--- src/hw/sbc_defines.vh ---
`ifndef SBC_DEFINES_VH
`define SBC_DEFINES_VH

// ****************************************************************
// Timing
// ****************************************************************
`define SBC_CLK_MHZ 20
`define SBC_T_WAKE_US 30
`define SBC_SPI_HALF 4

// ****************************************************************
// Flash instructions
// ****************************************************************
`define SBC_OP_WAKE 8'hab
`define SBC_OP_FREAD 8'h0b
`define SBC_FLASH_ADDR 24'h000000
`define SBC_CMD_LAST 3'h4

// ****************************************************************
// Register map, byte addresses
// ****************************************************************
`define SBC_ADR_CTRL 8'h00
`define SBC_ADR_LEN 8'h04
`define SBC_ADR_STATUS 8'h08
`define SBC_ADR_IRQ_STAT 8'h0c
`define SBC_ADR_IRQ_MASK 8'h10

// ****************************************************************
// Field positions and reset values
// ****************************************************************
`define SBC_CTRL_ENC 0
`define SBC_CTRL_AUTH 1
`define SBC_CTRL_COMP 2
`define SBC_CTRL_RST 3'h0
`define SBC_LEN_RST 24'h000400
`define SBC_ST_USER 0
`define SBC_ST_HALT_SEC 1
`define SBC_ST_HALT_FMT 2
`define SBC_ST_BUSY 3
`define SBC_ST_JLOCK 4
`define SBC_ST_STATE 8
`define SBC_IRQ_USER 0
`define SBC_IRQ_FAIL 1
`define SBC_IRQ_JREF 2
`define SBC_IRQ_RST 3'h0

// ****************************************************************
// JTAG instruction codes
// ****************************************************************
`define SBC_IR_IDCODE 4'h1
`define SBC_IR_BYPASS 4'hf

`endif

--- src/hw/sbc_spi_byte.v ---
`timescale 1ns/1ps
`include "sbc_defines.vh"

module sbc_spi_byte
#(
  parameter HALF = `SBC_SPI_HALF
)
(
  input wire core_clk,
  input wire srst,
  input wire start,
  input wire [7:0] tx,
  input wire miso_f,
  output reg busy,
  output reg done,
  output reg [7:0] rx,
  output reg sclk,
  output reg mosi
);

  reg [7:0] div_r;
  reg [2:0] bit_r;
  reg [7:0] sh_r;

  // ****************************************************************
  // Mode 0 shifter
  // ****************************************************************
  // Input is sampled at the end of the high half, which leaves the
  // three-stage pin filter time to settle after the flash shifts out.
  always @(posedge core_clk)
  begin
    if (srst)
    begin
      busy <= 1'b0;
      done <= 1'b0;
      rx <= 8'h00;
      sclk <= 1'b0;
      mosi <= 1'b0;
      div_r <= 8'h00;
      bit_r <= 3'h0;
      sh_r <= 8'h00;
    end
    else
    begin
      done <= 1'b0;
      if (!busy)
      begin
        if (start)
        begin
          busy <= 1'b1;
          sh_r <= tx;
          mosi <= tx[7];
          bit_r <= 3'h0;
          div_r <= 8'h00;
        end
      end
      else if (div_r == HALF - 1)
      begin
        div_r <= 8'h00;
        if (!sclk)
        begin
          sclk <= 1'b1;
        end
        else
        begin
          sclk <= 1'b0;
          sh_r <= {sh_r[6:0], miso_f};
          if (bit_r == 3'h7)
          begin
            busy <= 1'b0;
            done <= 1'b1;
            rx <= {sh_r[6:0], miso_f};
          end
          else
          begin
            bit_r <= bit_r + 3'h1;
            mosi <= sh_r[6];
          end
        end
      end
      else
      begin
        div_r <= div_r + 8'h01;
      end
    end
  end

endmodule // sbc_spi_byte

--- src/hw/sbc_cfg_ctrl.v ---
// Operation
// - With encryption on, decrypt the stream with the 256-bit fuse key.
// - With authentication on, check the stream signature and public key.
// - A good signature lets loading finish and then enters user mode.
// - A bad signature aborts loading and never releases user mode.
// - Encryption and authentication are enabled independently.
// - With the JTAG fuse blown, only identification and bypass remain.
// - The JTAG block is permanent once the fuse is set.
// - JTAG bitstreams need a valid signature when authentication is on.
// - Loading starts on the rising edge of the configuration reset.
// - Send a flash wake instruction, then wait at least 30 us.
// - Then issue a fast read from flash address zero.
//
// Chosen here: the Wishbone register port and the placing of the registers.
`timescale 1ns/1ps
`include "sbc_defines.vh"

module sbc_cfg_ctrl
(
  input wire core_clk,
  input wire srst,
  input wire wb_cyc_i,
  input wire wb_stb_i,
  input wire wb_we_i,
  input wire [7:0] wb_adr_i,
  input wire [3:0] wb_sel_i,
  input wire [31:0] wb_dat_i,
  output reg [31:0] wb_dat_o,
  output reg wb_ack_o,
  output wire irq,
  input wire config_reset_n,
  output wire flash_sclk,
  output reg flash_cs_n,
  output wire flash_mosi,
  input wire flash_miso,
  input wire [255:0] fuse_aes_key,
  input wire fuse_jtag_block,
  input wire [3:0] jtag_ir,
  input wire jtag_ir_upd,
  output reg jtag_instr_ok,
  input wire jtag_cfg_start,
  input wire jtag_cfg_valid,
  input wire [7:0] jtag_cfg_data,
  output reg sec_start,
  output reg sec_valid,
  output reg [7:0] sec_data,
  output reg sec_last,
  output reg sec_aes_en,
  output reg sec_auth_en,
  output reg [255:0] sec_key,
  input wire sec_done,
  input wire sec_sig_ok,
  input wire sec_hash_ok,
  output reg user_mode,
  output reg cfg_halted
);

  localparam S_IDLE = 4'h0;
  localparam S_WAKE = 4'h1;
  localparam S_WAITW = 4'h2;
  localparam S_CMD = 4'h3;
  localparam S_DATA = 4'h4;
  localparam S_JTAG = 4'h5;
  localparam S_VERIFY = 4'h6;
  localparam S_USER = 4'h7;
  localparam S_HALT = 4'h8;
  localparam [9:0] WAKE_CYC = `SBC_T_WAKE_US * `SBC_CLK_MHZ;
  localparam [23:0] FLASH_ADDR = `SBC_FLASH_ADDR;

  reg [3:0] state_r;
  reg [2:0] ctrl_r;
  reg [23:0] len_r;
  reg [2:0] irq_stat_r;
  reg [2:0] irq_mask_r;
  reg halt_fmt_r;
  reg lock_r;
  reg [9:0] tmr_r;
  reg [2:0] idx_r;
  reg [23:0] cnt_r;
  reg spi_start_r;
  reg [7:0] spi_tx_r;
  reg crn_s1_r;
  reg crn_s2_r;
  reg crn_s3_r;
  reg crn_lvl_r;
  reg miso_s1_r;
  reg miso_s2_r;
  reg miso_s3_r;
  reg miso_f_r;
  reg ev_user;
  reg ev_fail;
  reg ev_jref;
  wire spi_busy;
  wire spi_done;
  wire [7:0] spi_rx;
  wire crn_rise;
  wire secure;
  wire locked;
  wire ir_free;
  wire jtag_go;
  wire acc;
  wire [2:0] irq_stat_nxt;
  wire [31:0] status;

  // ****************************************************************
  // Pin filters
  // ****************************************************************
  always @(posedge core_clk)
  begin
    if (srst)
    begin
      crn_s1_r <= 1'b1;
      crn_s2_r <= 1'b1;
      crn_s3_r <= 1'b1;
      crn_lvl_r <= 1'b1;
      miso_s1_r <= 1'b0;
      miso_s2_r <= 1'b0;
      miso_s3_r <= 1'b0;
      miso_f_r <= 1'b0;
    end
    else
    begin
      crn_s1_r <= config_reset_n;
      crn_s2_r <= crn_s1_r;
      crn_s3_r <= crn_s2_r;
      if (crn_s2_r == crn_s3_r)
      begin
        crn_lvl_r <= crn_s2_r;
      end
      miso_s1_r <= flash_miso;
      miso_s2_r <= miso_s1_r;
      miso_s3_r <= miso_s2_r;
      if (miso_s2_r == miso_s3_r)
      begin
        miso_f_r <= miso_s2_r;
      end
    end
  end

  // Reset levels start high, so only a real low pulse starts a load.
  assign crn_rise = (crn_s2_r == crn_s3_r) && crn_s2_r && !crn_lvl_r;

  // ****************************************************************
  // Flash byte engine
  // ****************************************************************
  sbc_spi_byte #(.HALF(`SBC_SPI_HALF)) u_spi
  (
    .core_clk(core_clk),
    .srst(srst),
    .start(spi_start_r),
    .tx(spi_tx_r),
    .miso_f(miso_f_r),
    .busy(spi_busy),
    .done(spi_done),
    .rx(spi_rx),
    .sclk(flash_sclk),
    .mosi(flash_mosi)
  );

  // ****************************************************************
  // JTAG gate
  // ****************************************************************
  // The fuse is also read directly, so the block holds even in the
  // cycles after a reset before the sticky copy has caught up.
  assign locked = lock_r | fuse_jtag_block;
  assign ir_free = (jtag_ir == `SBC_IR_IDCODE) ||
                   (jtag_ir == `SBC_IR_BYPASS);
  assign jtag_go = jtag_cfg_start && !locked && ((state_r == S_IDLE) ||
                   (state_r == S_USER) || (state_r == S_HALT));

  always @(posedge core_clk)
  begin
    if (srst)
    begin
      lock_r <= 1'b0;
      jtag_instr_ok <= 1'b0;
      ev_jref <= 1'b0;
    end
    else
    begin
      lock_r <= locked;
      ev_jref <= 1'b0;
      if (jtag_ir_upd)
      begin
        jtag_instr_ok <= !locked || ir_free;
        ev_jref <= locked && !ir_free;
      end
      else if (locked && !ir_free)
      begin
        jtag_instr_ok <= 1'b0;
      end
    end
  end

  // ****************************************************************
  // Load sequencer
  // ****************************************************************
  assign secure = ctrl_r[`SBC_CTRL_ENC] | ctrl_r[`SBC_CTRL_AUTH];

  always @(posedge core_clk)
  begin
    if (srst)
    begin
      state_r <= S_IDLE;
      flash_cs_n <= 1'b1;
      tmr_r <= 10'h000;
      idx_r <= 3'h0;
      cnt_r <= 24'h000000;
      spi_start_r <= 1'b0;
      spi_tx_r <= 8'h00;
      sec_start <= 1'b0;
      sec_valid <= 1'b0;
      sec_data <= 8'h00;
      sec_last <= 1'b0;
      sec_aes_en <= 1'b0;
      sec_auth_en <= 1'b0;
      sec_key <= 256'h0;
      user_mode <= 1'b0;
      cfg_halted <= 1'b0;
      halt_fmt_r <= 1'b0;
      ev_user <= 1'b0;
      ev_fail <= 1'b0;
    end
    else
    begin
      spi_start_r <= 1'b0;
      sec_start <= 1'b0;
      sec_valid <= 1'b0;
      sec_last <= 1'b0;
      ev_user <= 1'b0;
      ev_fail <= 1'b0;
      sec_key <= sec_aes_en ? fuse_aes_key : 256'h0;
      // The rise itself falls through, so idle can start the load.
      if (!crn_lvl_r && !crn_rise)
      begin
        state_r <= S_IDLE;
        flash_cs_n <= 1'b1;
        user_mode <= 1'b0;
        cfg_halted <= 1'b0;
        halt_fmt_r <= 1'b0;
      end
      else if (jtag_go)
      begin
        state_r <= S_JTAG;
        cnt_r <= 24'h000000;
        user_mode <= 1'b0;
        cfg_halted <= 1'b0;
        halt_fmt_r <= 1'b0;
        sec_aes_en <= ctrl_r[`SBC_CTRL_ENC];
        sec_auth_en <= ctrl_r[`SBC_CTRL_AUTH];
        sec_start <= 1'b1;
      end
      else
      begin
        case (state_r)
          S_IDLE:
          begin
            if (crn_rise)
            begin
              sec_aes_en <= ctrl_r[`SBC_CTRL_ENC];
              sec_auth_en <= ctrl_r[`SBC_CTRL_AUTH];
              if (ctrl_r[`SBC_CTRL_COMP] && secure)
              begin
                state_r <= S_HALT;
                cfg_halted <= 1'b1;
                halt_fmt_r <= 1'b1;
                ev_fail <= 1'b1;
              end
              else
              begin
                state_r <= S_WAKE;
                flash_cs_n <= 1'b0;
                spi_tx_r <= `SBC_OP_WAKE;
                spi_start_r <= 1'b1;
              end
            end
          end
          S_WAKE:
          begin
            if (spi_done)
            begin
              flash_cs_n <= 1'b1;
              tmr_r <= 10'h000;
              state_r <= S_WAITW;
            end
          end
          S_WAITW:
          begin
            tmr_r <= tmr_r + 10'h001;
            if (tmr_r == WAKE_CYC - 10'h001)
            begin
              flash_cs_n <= 1'b0;
              idx_r <= 3'h0;
              spi_tx_r <= `SBC_OP_FREAD;
              spi_start_r <= 1'b1;
              state_r <= S_CMD;
            end
          end
          S_CMD:
          begin
            if (spi_done)
            begin
              spi_start_r <= 1'b1;
              idx_r <= idx_r + 3'h1;
              if (idx_r == `SBC_CMD_LAST)
              begin
                spi_tx_r <= 8'h00;
                cnt_r <= 24'h000000;
                sec_start <= 1'b1;
                state_r <= S_DATA;
              end
              else if (idx_r == 3'h0)
              begin
                spi_tx_r <= FLASH_ADDR[23:16];
              end
              else if (idx_r == 3'h1)
              begin
                spi_tx_r <= FLASH_ADDR[15:8];
              end
              else if (idx_r == 3'h2)
              begin
                spi_tx_r <= FLASH_ADDR[7:0];
              end
              else
              begin
                spi_tx_r <= 8'h00;
              end
            end
          end
          S_DATA:
          begin
            if (spi_done)
            begin
              sec_data <= spi_rx;
              sec_valid <= 1'b1;
              cnt_r <= cnt_r + 24'h000001;
              if (cnt_r == len_r - 24'h000001)
              begin
                sec_last <= 1'b1;
                flash_cs_n <= 1'b1;
                state_r <= S_VERIFY;
              end
              else
              begin
                spi_start_r <= 1'b1;
              end
            end
          end
          S_JTAG:
          begin
            if (jtag_cfg_valid)
            begin
              sec_data <= jtag_cfg_data;
              sec_valid <= 1'b1;
              cnt_r <= cnt_r + 24'h000001;
              if (cnt_r == len_r - 24'h000001)
              begin
                sec_last <= 1'b1;
                state_r <= S_VERIFY;
              end
            end
          end
          S_VERIFY:
          begin
            if (!sec_aes_en && !sec_auth_en)
            begin
              state_r <= S_USER;
              user_mode <= 1'b1;
              ev_user <= 1'b1;
            end
            else if (sec_done)
            begin
              if ((!sec_auth_en || sec_sig_ok) && sec_hash_ok)
              begin
                state_r <= S_USER;
                user_mode <= 1'b1;
                ev_user <= 1'b1;
              end
              else
              begin
                state_r <= S_HALT;
                cfg_halted <= 1'b1;
                ev_fail <= 1'b1;
              end
            end
          end
          S_USER:
          begin
            state_r <= S_USER;
          end
          S_HALT:
          begin
            state_r <= S_HALT;
          end
          default:
          begin
            state_r <= S_IDLE;
          end
        endcase
      end
    end
  end

  // ****************************************************************
  // Register slave
  // ****************************************************************
  // A transfer takes effect at the edge where the master sees ack.
  assign acc = wb_cyc_i && wb_stb_i && wb_ack_o;
  assign status = {20'h00000, state_r, 3'h0, locked,
                   (state_r != S_IDLE) && !user_mode && !cfg_halted,
                   halt_fmt_r, cfg_halted && !halt_fmt_r, user_mode};
  // A read clears only the bits it returned, so an event that lands
  // between capture and ack is kept; a fresh event wins over the clear.
  assign irq_stat_nxt = (irq_stat_r & ~((acc && !wb_we_i &&
                          wb_adr_i == `SBC_ADR_IRQ_STAT) ?
                         wb_dat_o[2:0] : 3'h0)) |
                        {ev_jref, ev_fail, ev_user};
  assign irq = |(irq_stat_r & irq_mask_r);

  always @(posedge core_clk)
  begin
    if (srst)
    begin
      wb_ack_o <= 1'b0;
      wb_dat_o <= 32'h00000000;
      ctrl_r <= `SBC_CTRL_RST;
      len_r <= `SBC_LEN_RST;
      irq_stat_r <= `SBC_IRQ_RST;
      irq_mask_r <= `SBC_IRQ_RST;
    end
    else
    begin
      wb_ack_o <= wb_cyc_i && wb_stb_i && !wb_ack_o;
      irq_stat_r <= irq_stat_nxt;
      if (wb_cyc_i && wb_stb_i && !wb_ack_o)
      begin
        if (wb_adr_i == `SBC_ADR_CTRL)
        begin
          wb_dat_o <= {29'h0, ctrl_r};
        end
        else if (wb_adr_i == `SBC_ADR_LEN)
        begin
          wb_dat_o <= {8'h00, len_r};
        end
        else if (wb_adr_i == `SBC_ADR_STATUS)
        begin
          wb_dat_o <= status;
        end
        else if (wb_adr_i == `SBC_ADR_IRQ_STAT)
        begin
          wb_dat_o <= {29'h0, irq_stat_r};
        end
        else if (wb_adr_i == `SBC_ADR_IRQ_MASK)
        begin
          wb_dat_o <= {29'h0, irq_mask_r};
        end
        else
        begin
          wb_dat_o <= 32'h00000000;
        end
      end
      if (acc && wb_we_i)
      begin
        if (wb_adr_i == `SBC_ADR_CTRL && wb_sel_i[0])
        begin
          ctrl_r <= wb_dat_i[2:0];
        end
        else if (wb_adr_i == `SBC_ADR_LEN)
        begin
          if (wb_sel_i[0])
          begin
            len_r[7:0] <= wb_dat_i[7:0];
          end
          if (wb_sel_i[1])
          begin
            len_r[15:8] <= wb_dat_i[15:8];
          end
          if (wb_sel_i[2])
          begin
            len_r[23:16] <= wb_dat_i[23:16];
          end
        end
        else if (wb_adr_i == `SBC_ADR_IRQ_MASK && wb_sel_i[0])
        begin
          irq_mask_r <= wb_dat_i[2:0];
        end
      end
    end
  end

endmodule // sbc_cfg_ctrl

--- config.mk ---
export PLATFORM = sky130hd
export DESIGN_NAME = sbc_cfg_ctrl
export DESIGN_NICKNAME = d
export VERILOG_FILES = /design/src/hw/sbc_spi_byte.v /design/src/hw/sbc_cfg_ctrl.v
export VERILOG_INCLUDE_DIRS = /design/src /design/src/hw
export SDC_FILE = /design/constraint.sdc
export NUM_CORES = 1
export LEC_CHECK = 0
export ABC_AREA = 0
export BUFFER_PORTS_ARGS = -buffer_cell sky130_fd_sc_hd__buf_4
export CAP_MARGIN = 5
export CORE_AREA = 2 2 248 250
export DETAILED_ROUTE_END_ITERATION = 7
export DIE_AREA = 0 0 250 252
export SYNTH_ARGS = -nofsm -noshare
export SYNTH_HDL_FRONTEND = slang
export SYNTH_SLANG_ARGS = --single-unit
export TNS_END_PERCENT = 50
--- constraint.sdc ---
create_clock -name core_clk -period 8.4 [get_ports core_clk]
set_input_delay 0 -clock core_clk [delete_from_list [all_inputs] [get_ports core_clk]]
set_output_delay 0 -clock core_clk [all_outputs]
set_load 0.005 [all_outputs]
==> results of run 1 <==
-- synthesized netlist by cell type (5+ instances only) --
cell,number,area (um2)
inv_1,20,75.1
nand3b_1,5,37.5
nand4_1,12,75.1
xor2_1,33,289
xnor2_1,24,210
mux2i_1,45,450
o21ai_0,29,145
nor3b_1,11,82.6
nor4_1,12,75.1
nor3_1,31,155
a221oi_1,8,70.1
nand2b_1,11,68.8
and3_1,18,113
a21oi_1,58,290
or4_1,10,75.1
nand2_1,86,323
nor2_1,144,541
buf_6,6,67.6
a211oi_1,17,128
clkbuf_1,71,267
or3_1,11,68.8
buf_4,9,67.6
nor2b_1,12,75.1
and2_1,262,1640
ha_1,9,113
or2_2,7,43.8
a31oi_1,5,31.3
dfxtp_1,418,8370
nand3_1,48,240
-- area by class of cell --
| class | instances | share of cell area [%] |
|---|---|---|
| sequential | 418 | 33.5 |
| timing repair buffer | 937 | 31.3 |
| multi-input combinational | 994 | 24.3 |
| clock buffer | 61 | 5.37 |
| tap | 782 | 3.91 |
| clock inverter | 26 | 1.35 |
| inverter | 20 | 0.300 |
| antenna | 4 | 0.0400 |
-- power breakdown --
group	total, mW	internal (mW)	switching, mW
clock network	2.21	1.35	0.866
registers	2.05	2.01	0.0404
logic	0.440	0.264	0.176
-- registers in the layout, indices dropped and copies added, names as in the netlist, 2 cells and up --
signal and count:
cnt_r 24, ctrl_r 3, idx_r 3, irq_mask_r 3, irq_stat_r 3, len_r 24
sec_data 8, sec_key 256, spi_tx_r 2, state_r 4, tmr_r 10, u_spi.bit_r 3
u_spi.div_r 8, u_spi.rx 8, u_spi.sh_r 7, wb_dat_o 24
-- cell families (layout without fill, tap and decap cells) --
| logic type | after synthesis | count (layout) | share of synthesized area (%) |
|---|---|---|---|
| buf+inv | 113 | 1044 | 3.63 |
| simple gates | 707 | 707 | 25.8 |
| fa+ha+maj | 9 | 9 | 0.754 |
| compound gates | 167 | 167 | 7.41 |
| other cells | 1 | 12 | 0.0251 |
| flops | 418 | 418 | 56.0 |
| mux | 46 | 46 | 3.09 |
| xor+xnor | 57 | 57 | 3.34 |
-- layer usage --
| metal | global-route usage (%) | vias up |
|---|---|---|
| met1 | 21.8 | 6945 |
| met2 | 33.1 | 521 |
| li1 | - | 6892 |
| met4 | 5.61 | 8 |
| met5 | 0 | - |
| met3 | 4.58 | 108 |
-- metrics by stage --
step	hold slack, ns	instance area [um2]	worst slack (ns)
2_1_floorplan	0.104	15000	5.31
3_3_place_gp	0.198	20200	4.81
3_5_place_dp	0.193	20200	4.76
4_1_cts	0.00783	25000	4.69
5_1_grt	0.0703	25000	4.30
6_report	0.0174	25000	4.60
-- cells in the final DEF (no fill, tap or decap), types with 10 or more instances in the layout --
cell type and instances:
o21ai_0 29, or3_1 11, and2_1 262, inv_1 20, and3_1 18, a21oi_1 58
a211oi_1 17, clkinv_2 10, clkbuf_16 49, dlygate4sd3_1 314, dfxtp_1 418, nor3b_1 11
nand2b_1 11, nor3_1 31, buf_4 623, nor2_1 143, nor4_1 12, mux2i_1 45
nand3_1 48, xnor2_1 24, xor2_1 33, nor2b_1 11, nand4_1 12, or4_1 10
nand2_1 86
-- worst register-to-register path: stages (launching register included) --
cell     delay (ns)
dfxtp_1        0.76
nor3b_1        0.73
nand2_1        0.24
a31oi_1        0.76
nand4_1        0.58
or3_1          0.49
a21oi_1        0.16
-- how the worst max path moves through the flow --
stage,to,slack [ns],cells past startpoint
floorplan,spi_start_r$_SDFF_PP0_,5.31,11
global placement,cnt_r[22]$_SDFFE_PP0P_,4.81,7
detailed placement,cnt_r[22]$_SDFFE_PP0P_,4.76,7
CTS,cnt_r[22]$_SDFFE_PP0P_,4.69,7
global route,cnt_r[22]$_SDFFE_PP0P_,4.30,7
finish,cnt_r[18]$_SDFFE_PP0P_,4.60,6
==> results.toml, run 1 <==
[run_status]
status = "completed"

[synthesis]
synth-main-ff-cell = "dfxtp_1"
synth-async-reset-ratio_pct = 0
ys.warnings.count = 0
synth_cell_types = 81
syn_inst = 1518
ys_ff_latch = 418
ys_seq_area_share_pct = 56.0
avgSynthCellArea_um2 = 9.84
synth_edf_count = 0
synth.cell_area_um2 = 14900

[flow_run]
max-cap-violations = 0

[detailed_routing]
drtIter0Drc = 1198
first_pass_iters = 5
routed.top_layer = "met5"
wl_per_cell_um = 18.8
vias_per_cell = 4.46
drc = 0
wl_met2_um = 31400
wirelength_met1_um = 24200
wl_met3_um = 3910
drt-total-wl_um = 61000
postRouteAntennaNets = 0
vias = 14500

[setup_path]
slowest_stage = "dfxtp_1"
r2r_cells = 6
required_ns = 8.88
start_kind = "flip-flop"
cp_num_buf_inv = 0
r2r_start = "state_r[2]$_SDFFE_PP0P_"
arrival_ns = 4.28
path_class = "flip-flop to flip-flop"
crit_family = "simple AND/OR/NAND/NOR gates"
slowest_delay_ns = 0.76
endpoint_kind = "flip-flop"
r2r-end = "cnt_r[18]$_SDFFE_PP0P_"
cp_max_fo = 21
r2r_setup_slack_ns = 4.60
critPathLaunch = "state_r[2]$_SDFFE_PP0P_"
worstPathCellList = "nor3b_1 -> nand2_1 -> a31oi_1 -> nand4_1 -> or3_1 -> a21oi_1"

[global_routing]
grt_pass1_wl_um = 89600
antenna_found_initial = 10
grt_pass1_vias = 14900
globalRoute.totalOverflow = 0
track_usage_pct = 18.5
grt_max_degree = 131

[min_path]
worstHoldPathType = "input port to flip-flop"
whs_path_depth = 5
hold_end = "wb_dat_o[0]$_SDFFE_PP0P_"
hold_start = "wb_adr_i[6]"

[sta]
hold_violations = 0
max_freq_mhz = 263
fin_crit_ns = 3.80
setup_violations = 0
grt_setup_unrepaired = "no"
maxSlewViolCount = 0
clock_skew_ns = 0.0181
slew_headroom_pct = 15.7
worst_pin_slew_ns = 1.26
finalSetupTns_ns = 0
post-route-period-util_pct = 45.2

[layout]
multiInputGateArea_um2 = 6070
num-fill-cells = 5759
postLayoutCoreUtil_pct = 41.6
final_cells = 3242
area_growth_pct = 67.3
final_nets = 2754
register_area_um2 = 8370
drive_gt1_share_pct = 29.7

[clock_network]
cts-buffers-inserted = 48
clk_latency_ns = 0.57
clkTransAtPathRegs_ns = 0.06
cts_repair_resize_count = 0
clk_path_buf_depth = 3
post_cts_buffers = 0
clock-sinks = 418
cts_tree = "done"
hold_buffers = 314
clockRootBuffer = "clkbuf_16"
cts_htree_levels = 2

[power]
p_total_mw = 4.70
leakage_nw = 11.1
powerDensity_nw_per_um2 = 188
vdd_ir_drop_max_uv = 131

[die]
start_util_pct = 24.9
rows = 90
chipWidth_um = 250
die_h_um = 252
io_pins = 635
core_um2 = 60100
dieArea_um2 = 63000

[placed_design]
dp.cells = 2837
gp_congestion = 0.933
portBuffers = 617
hpwl_um = 45800
(Power assumes the default switching activity.)
==> run 2, diff against run 1 <==
==> constraint.sdc (replaced) <==
create_clock -name core_clk -period 4 [get_ports core_clk]
set_input_delay 0 -clock core_clk [delete_from_list [all_inputs] [get_ports core_clk]]
set_output_delay 0 -clock core_clk [all_outputs]
set_load 0.005 [all_outputs]
==> results.toml, run 2 (synthesis gave the netlist of run 1 again) <==
[clock_network]
clk_path_buf_depth = 3
cts_htree_levels = 2
clkTransAtPathRegs_ns = 0.06
cts-buffers-inserted = 48
clockRootBuffer = "clkbuf_16"
post_cts_buffers = 0
cts_tree = "done"
clk_latency_ns = 0.57
clock-sinks = 418

[setup_path]
crit_family = "simple AND/OR/NAND/NOR gates"
path_class = "flip-flop to flip-flop"
cp_max_fo = 8
arrival_ns = 3.77
slowest_delay_ns = 0.56
required_ns = 4.46
worstPathCellList = "inv_1 -> ha_1 -> or4b_4 -> or4_4 -> or3b_1 -> a211o_1 -> a31oi_1 -> nand4_1 -> a41o_1"
cp_num_buf_inv = 1
slowest_stage = "or4b_4"
endpoint_kind = "flip-flop"
start_kind = "flip-flop"

[detailed_routing]
drt-total-wl_um = 61300
vias = 14400
postRouteAntennaNets = 0
vias_per_cell = 4.43
first_pass_iters = 7
wl_per_cell_um = 18.9
drtIter0Drc = 905
drc = 0

[placed_design]
gp_congestion = 0.898
pre_cts_ws_ns = 0.684
hpwl_um = 45900
place_area_um2 = 20200
portBuffers = 617

[flow_run]
max-cap-violations = 0

[power]
seq_power_share_pct = 44.7
leakage_nw = 11.0
p_sw_share_pct = 22.9
p_int_mw = 7.39
power_switching_mw = 2.19
vdd_ir_drop_max_uv = 338
clkPwrFrac_pct = 45.4
p_total_mw = 9.58
power_frac_comb_pct = 9.9
powerDensity_nw_per_um2 = 384

[layout]
final_common_cell = "buf_4"
multiInputGateArea_um2 = 6070
final_cell_mix = "630 x buf_4, 418 x dfxtp_1, 313 x dlygate4sd3_1"
num-fill-cells = 5794
design_area_um2 = 24900
final_nets = 2761
drive_gt1_share_pct = 29.5
largest_reg_flops = 256
postLayoutCoreUtil_pct = 41.5
register_area_um2 = 8370
top_register = "sec_key"
area_growth_pct = 66.9

[die]
dieArea_um2 = 63000
io_pins = 635
core_um2 = 60100
rows = 90
chipWidth_um = 250
start_util_pct = 24.9
die_h_um = 252

[run_status]
status = "completed"

[sta]
hold_violations = 0
final.setup.worst_slack_ns = 0.683
max_freq_mhz = 302
worst_pin_slew_ns = 0.923
slew_headroom_pct = 38.4
fin_crit_ns = 3.32
clock_skew_ns = 0.0147
finalSetupTns_ns = 0
grt_setup_unrepaired = "no"
post-route-period-util_pct = 82.9
maxSlewViolCount = 0
setup_violations = 0

[min_path]
worstHoldPathType = "input port to flip-flop"

[global_routing]
antenna_found_initial = 6
grt_max_degree = 111
grt_pass1_wl_um = 89400
globalRoute.totalOverflow = 0
grt_pass1_vias = 14900
track_usage_pct = 18.5
[run 2: cell types whose count changed in the layout (fill, tap and decap cells not counted)]
| cell | previous run | this run |
|---|---|---|
| dlygate4sd3_1 | 314 | 313 |
| clkinv_2 | 10 | 5 |
| clkinv_4 | 3 | 1 |
| clkbuf_1 | 5 | 15 |
| diode_2 | 4 | 2 |
| buf_12 | 0 | 1 |
| clkbuf_8 | 7 | 9 |
| inv_6 | 4 | 2 |
| buf_4 | 623 | 630 |
| bufinv_16 | 7 | 3 |
[run 2: area by class of cell]
cell class	count	area share, %
diodes	2	0.0201
clock buffers	73	5.64
clock inverters	13	0.627
inverters	20	0.301
multi-input cells	994	24.3
flip-flops and latches	418	33.6
well taps	782	3.92
repair buffers	944	31.6
[run 2: worst paths after layout]
kind / start / to / slack (ns) / depth (start not counted)
max: len_r[0]$_SDFFE_PP0P_ / spi_start_r$_SDFF_PP0_ / 0.68 / 9
min: jtag_ir[2] / ev_jref$_SDFF_PP0_ / 0.04 / 4
max reg2reg: len_r[0]$_SDFFE_PP0P_ / spi_start_r$_SDFF_PP0_ / 0.68 / 9
min reg2reg: crn_s1_r$_SDFF_PP1_ / crn_s2_r$_SDFF_PP1_ / 0.42 / 1
[run 2: what timing repair did]
| item | CTS | global route |
|---|---|---|
| endpoints found under the hold margin | 341 | 0 |
| hold buffers | 313 | 0 |
| gates resized for setup | 0 | 0 |
[run 2: power by group through the flow]
stage          Clock (mW)  Combinational (mW)  Sequential (mW)
4_1_cts              4.48               0.943             4.28
2_1_floorplan           0               0.372             4.33
5_1_grt              4.65                1.02             4.29
3_3_place_gp            0               0.674             4.37
3_5_place_dp            0               0.683             4.38
6_report             4.35               0.951             4.28
[run 2: per-layer routing]
metal / share of wire [%] / wire length (um) / track usage (%) / vias up
met4: 3.9 / 2380 / 7.25 / 2
met3: 7.1 / 4330 / 5.23 / 127
li1: - / - / - / 6908
met2: 50 / 30900 / 32.9 / 529
met5: 0.026 / 16 / 0 / -
met1: 39 / 23600 / 20.9 / 6817
[run 2: tightest hold or removal path, stage by stage]
cell     delay, ns
buf_4         0.08
nor3_1        0.03
o21ai_0       0.22
and3_1        0.22
[run 2: through the flow]
step,cells,hold slack [ns]
6_report,3246,0.0378
5_1_grt,3246,0.0472
3_5_place_dp,2845,0.194
4_1_cts,3244,0.0122
3_3_place_gp,2845,0.197
2_1_floorplan,1525,0.104
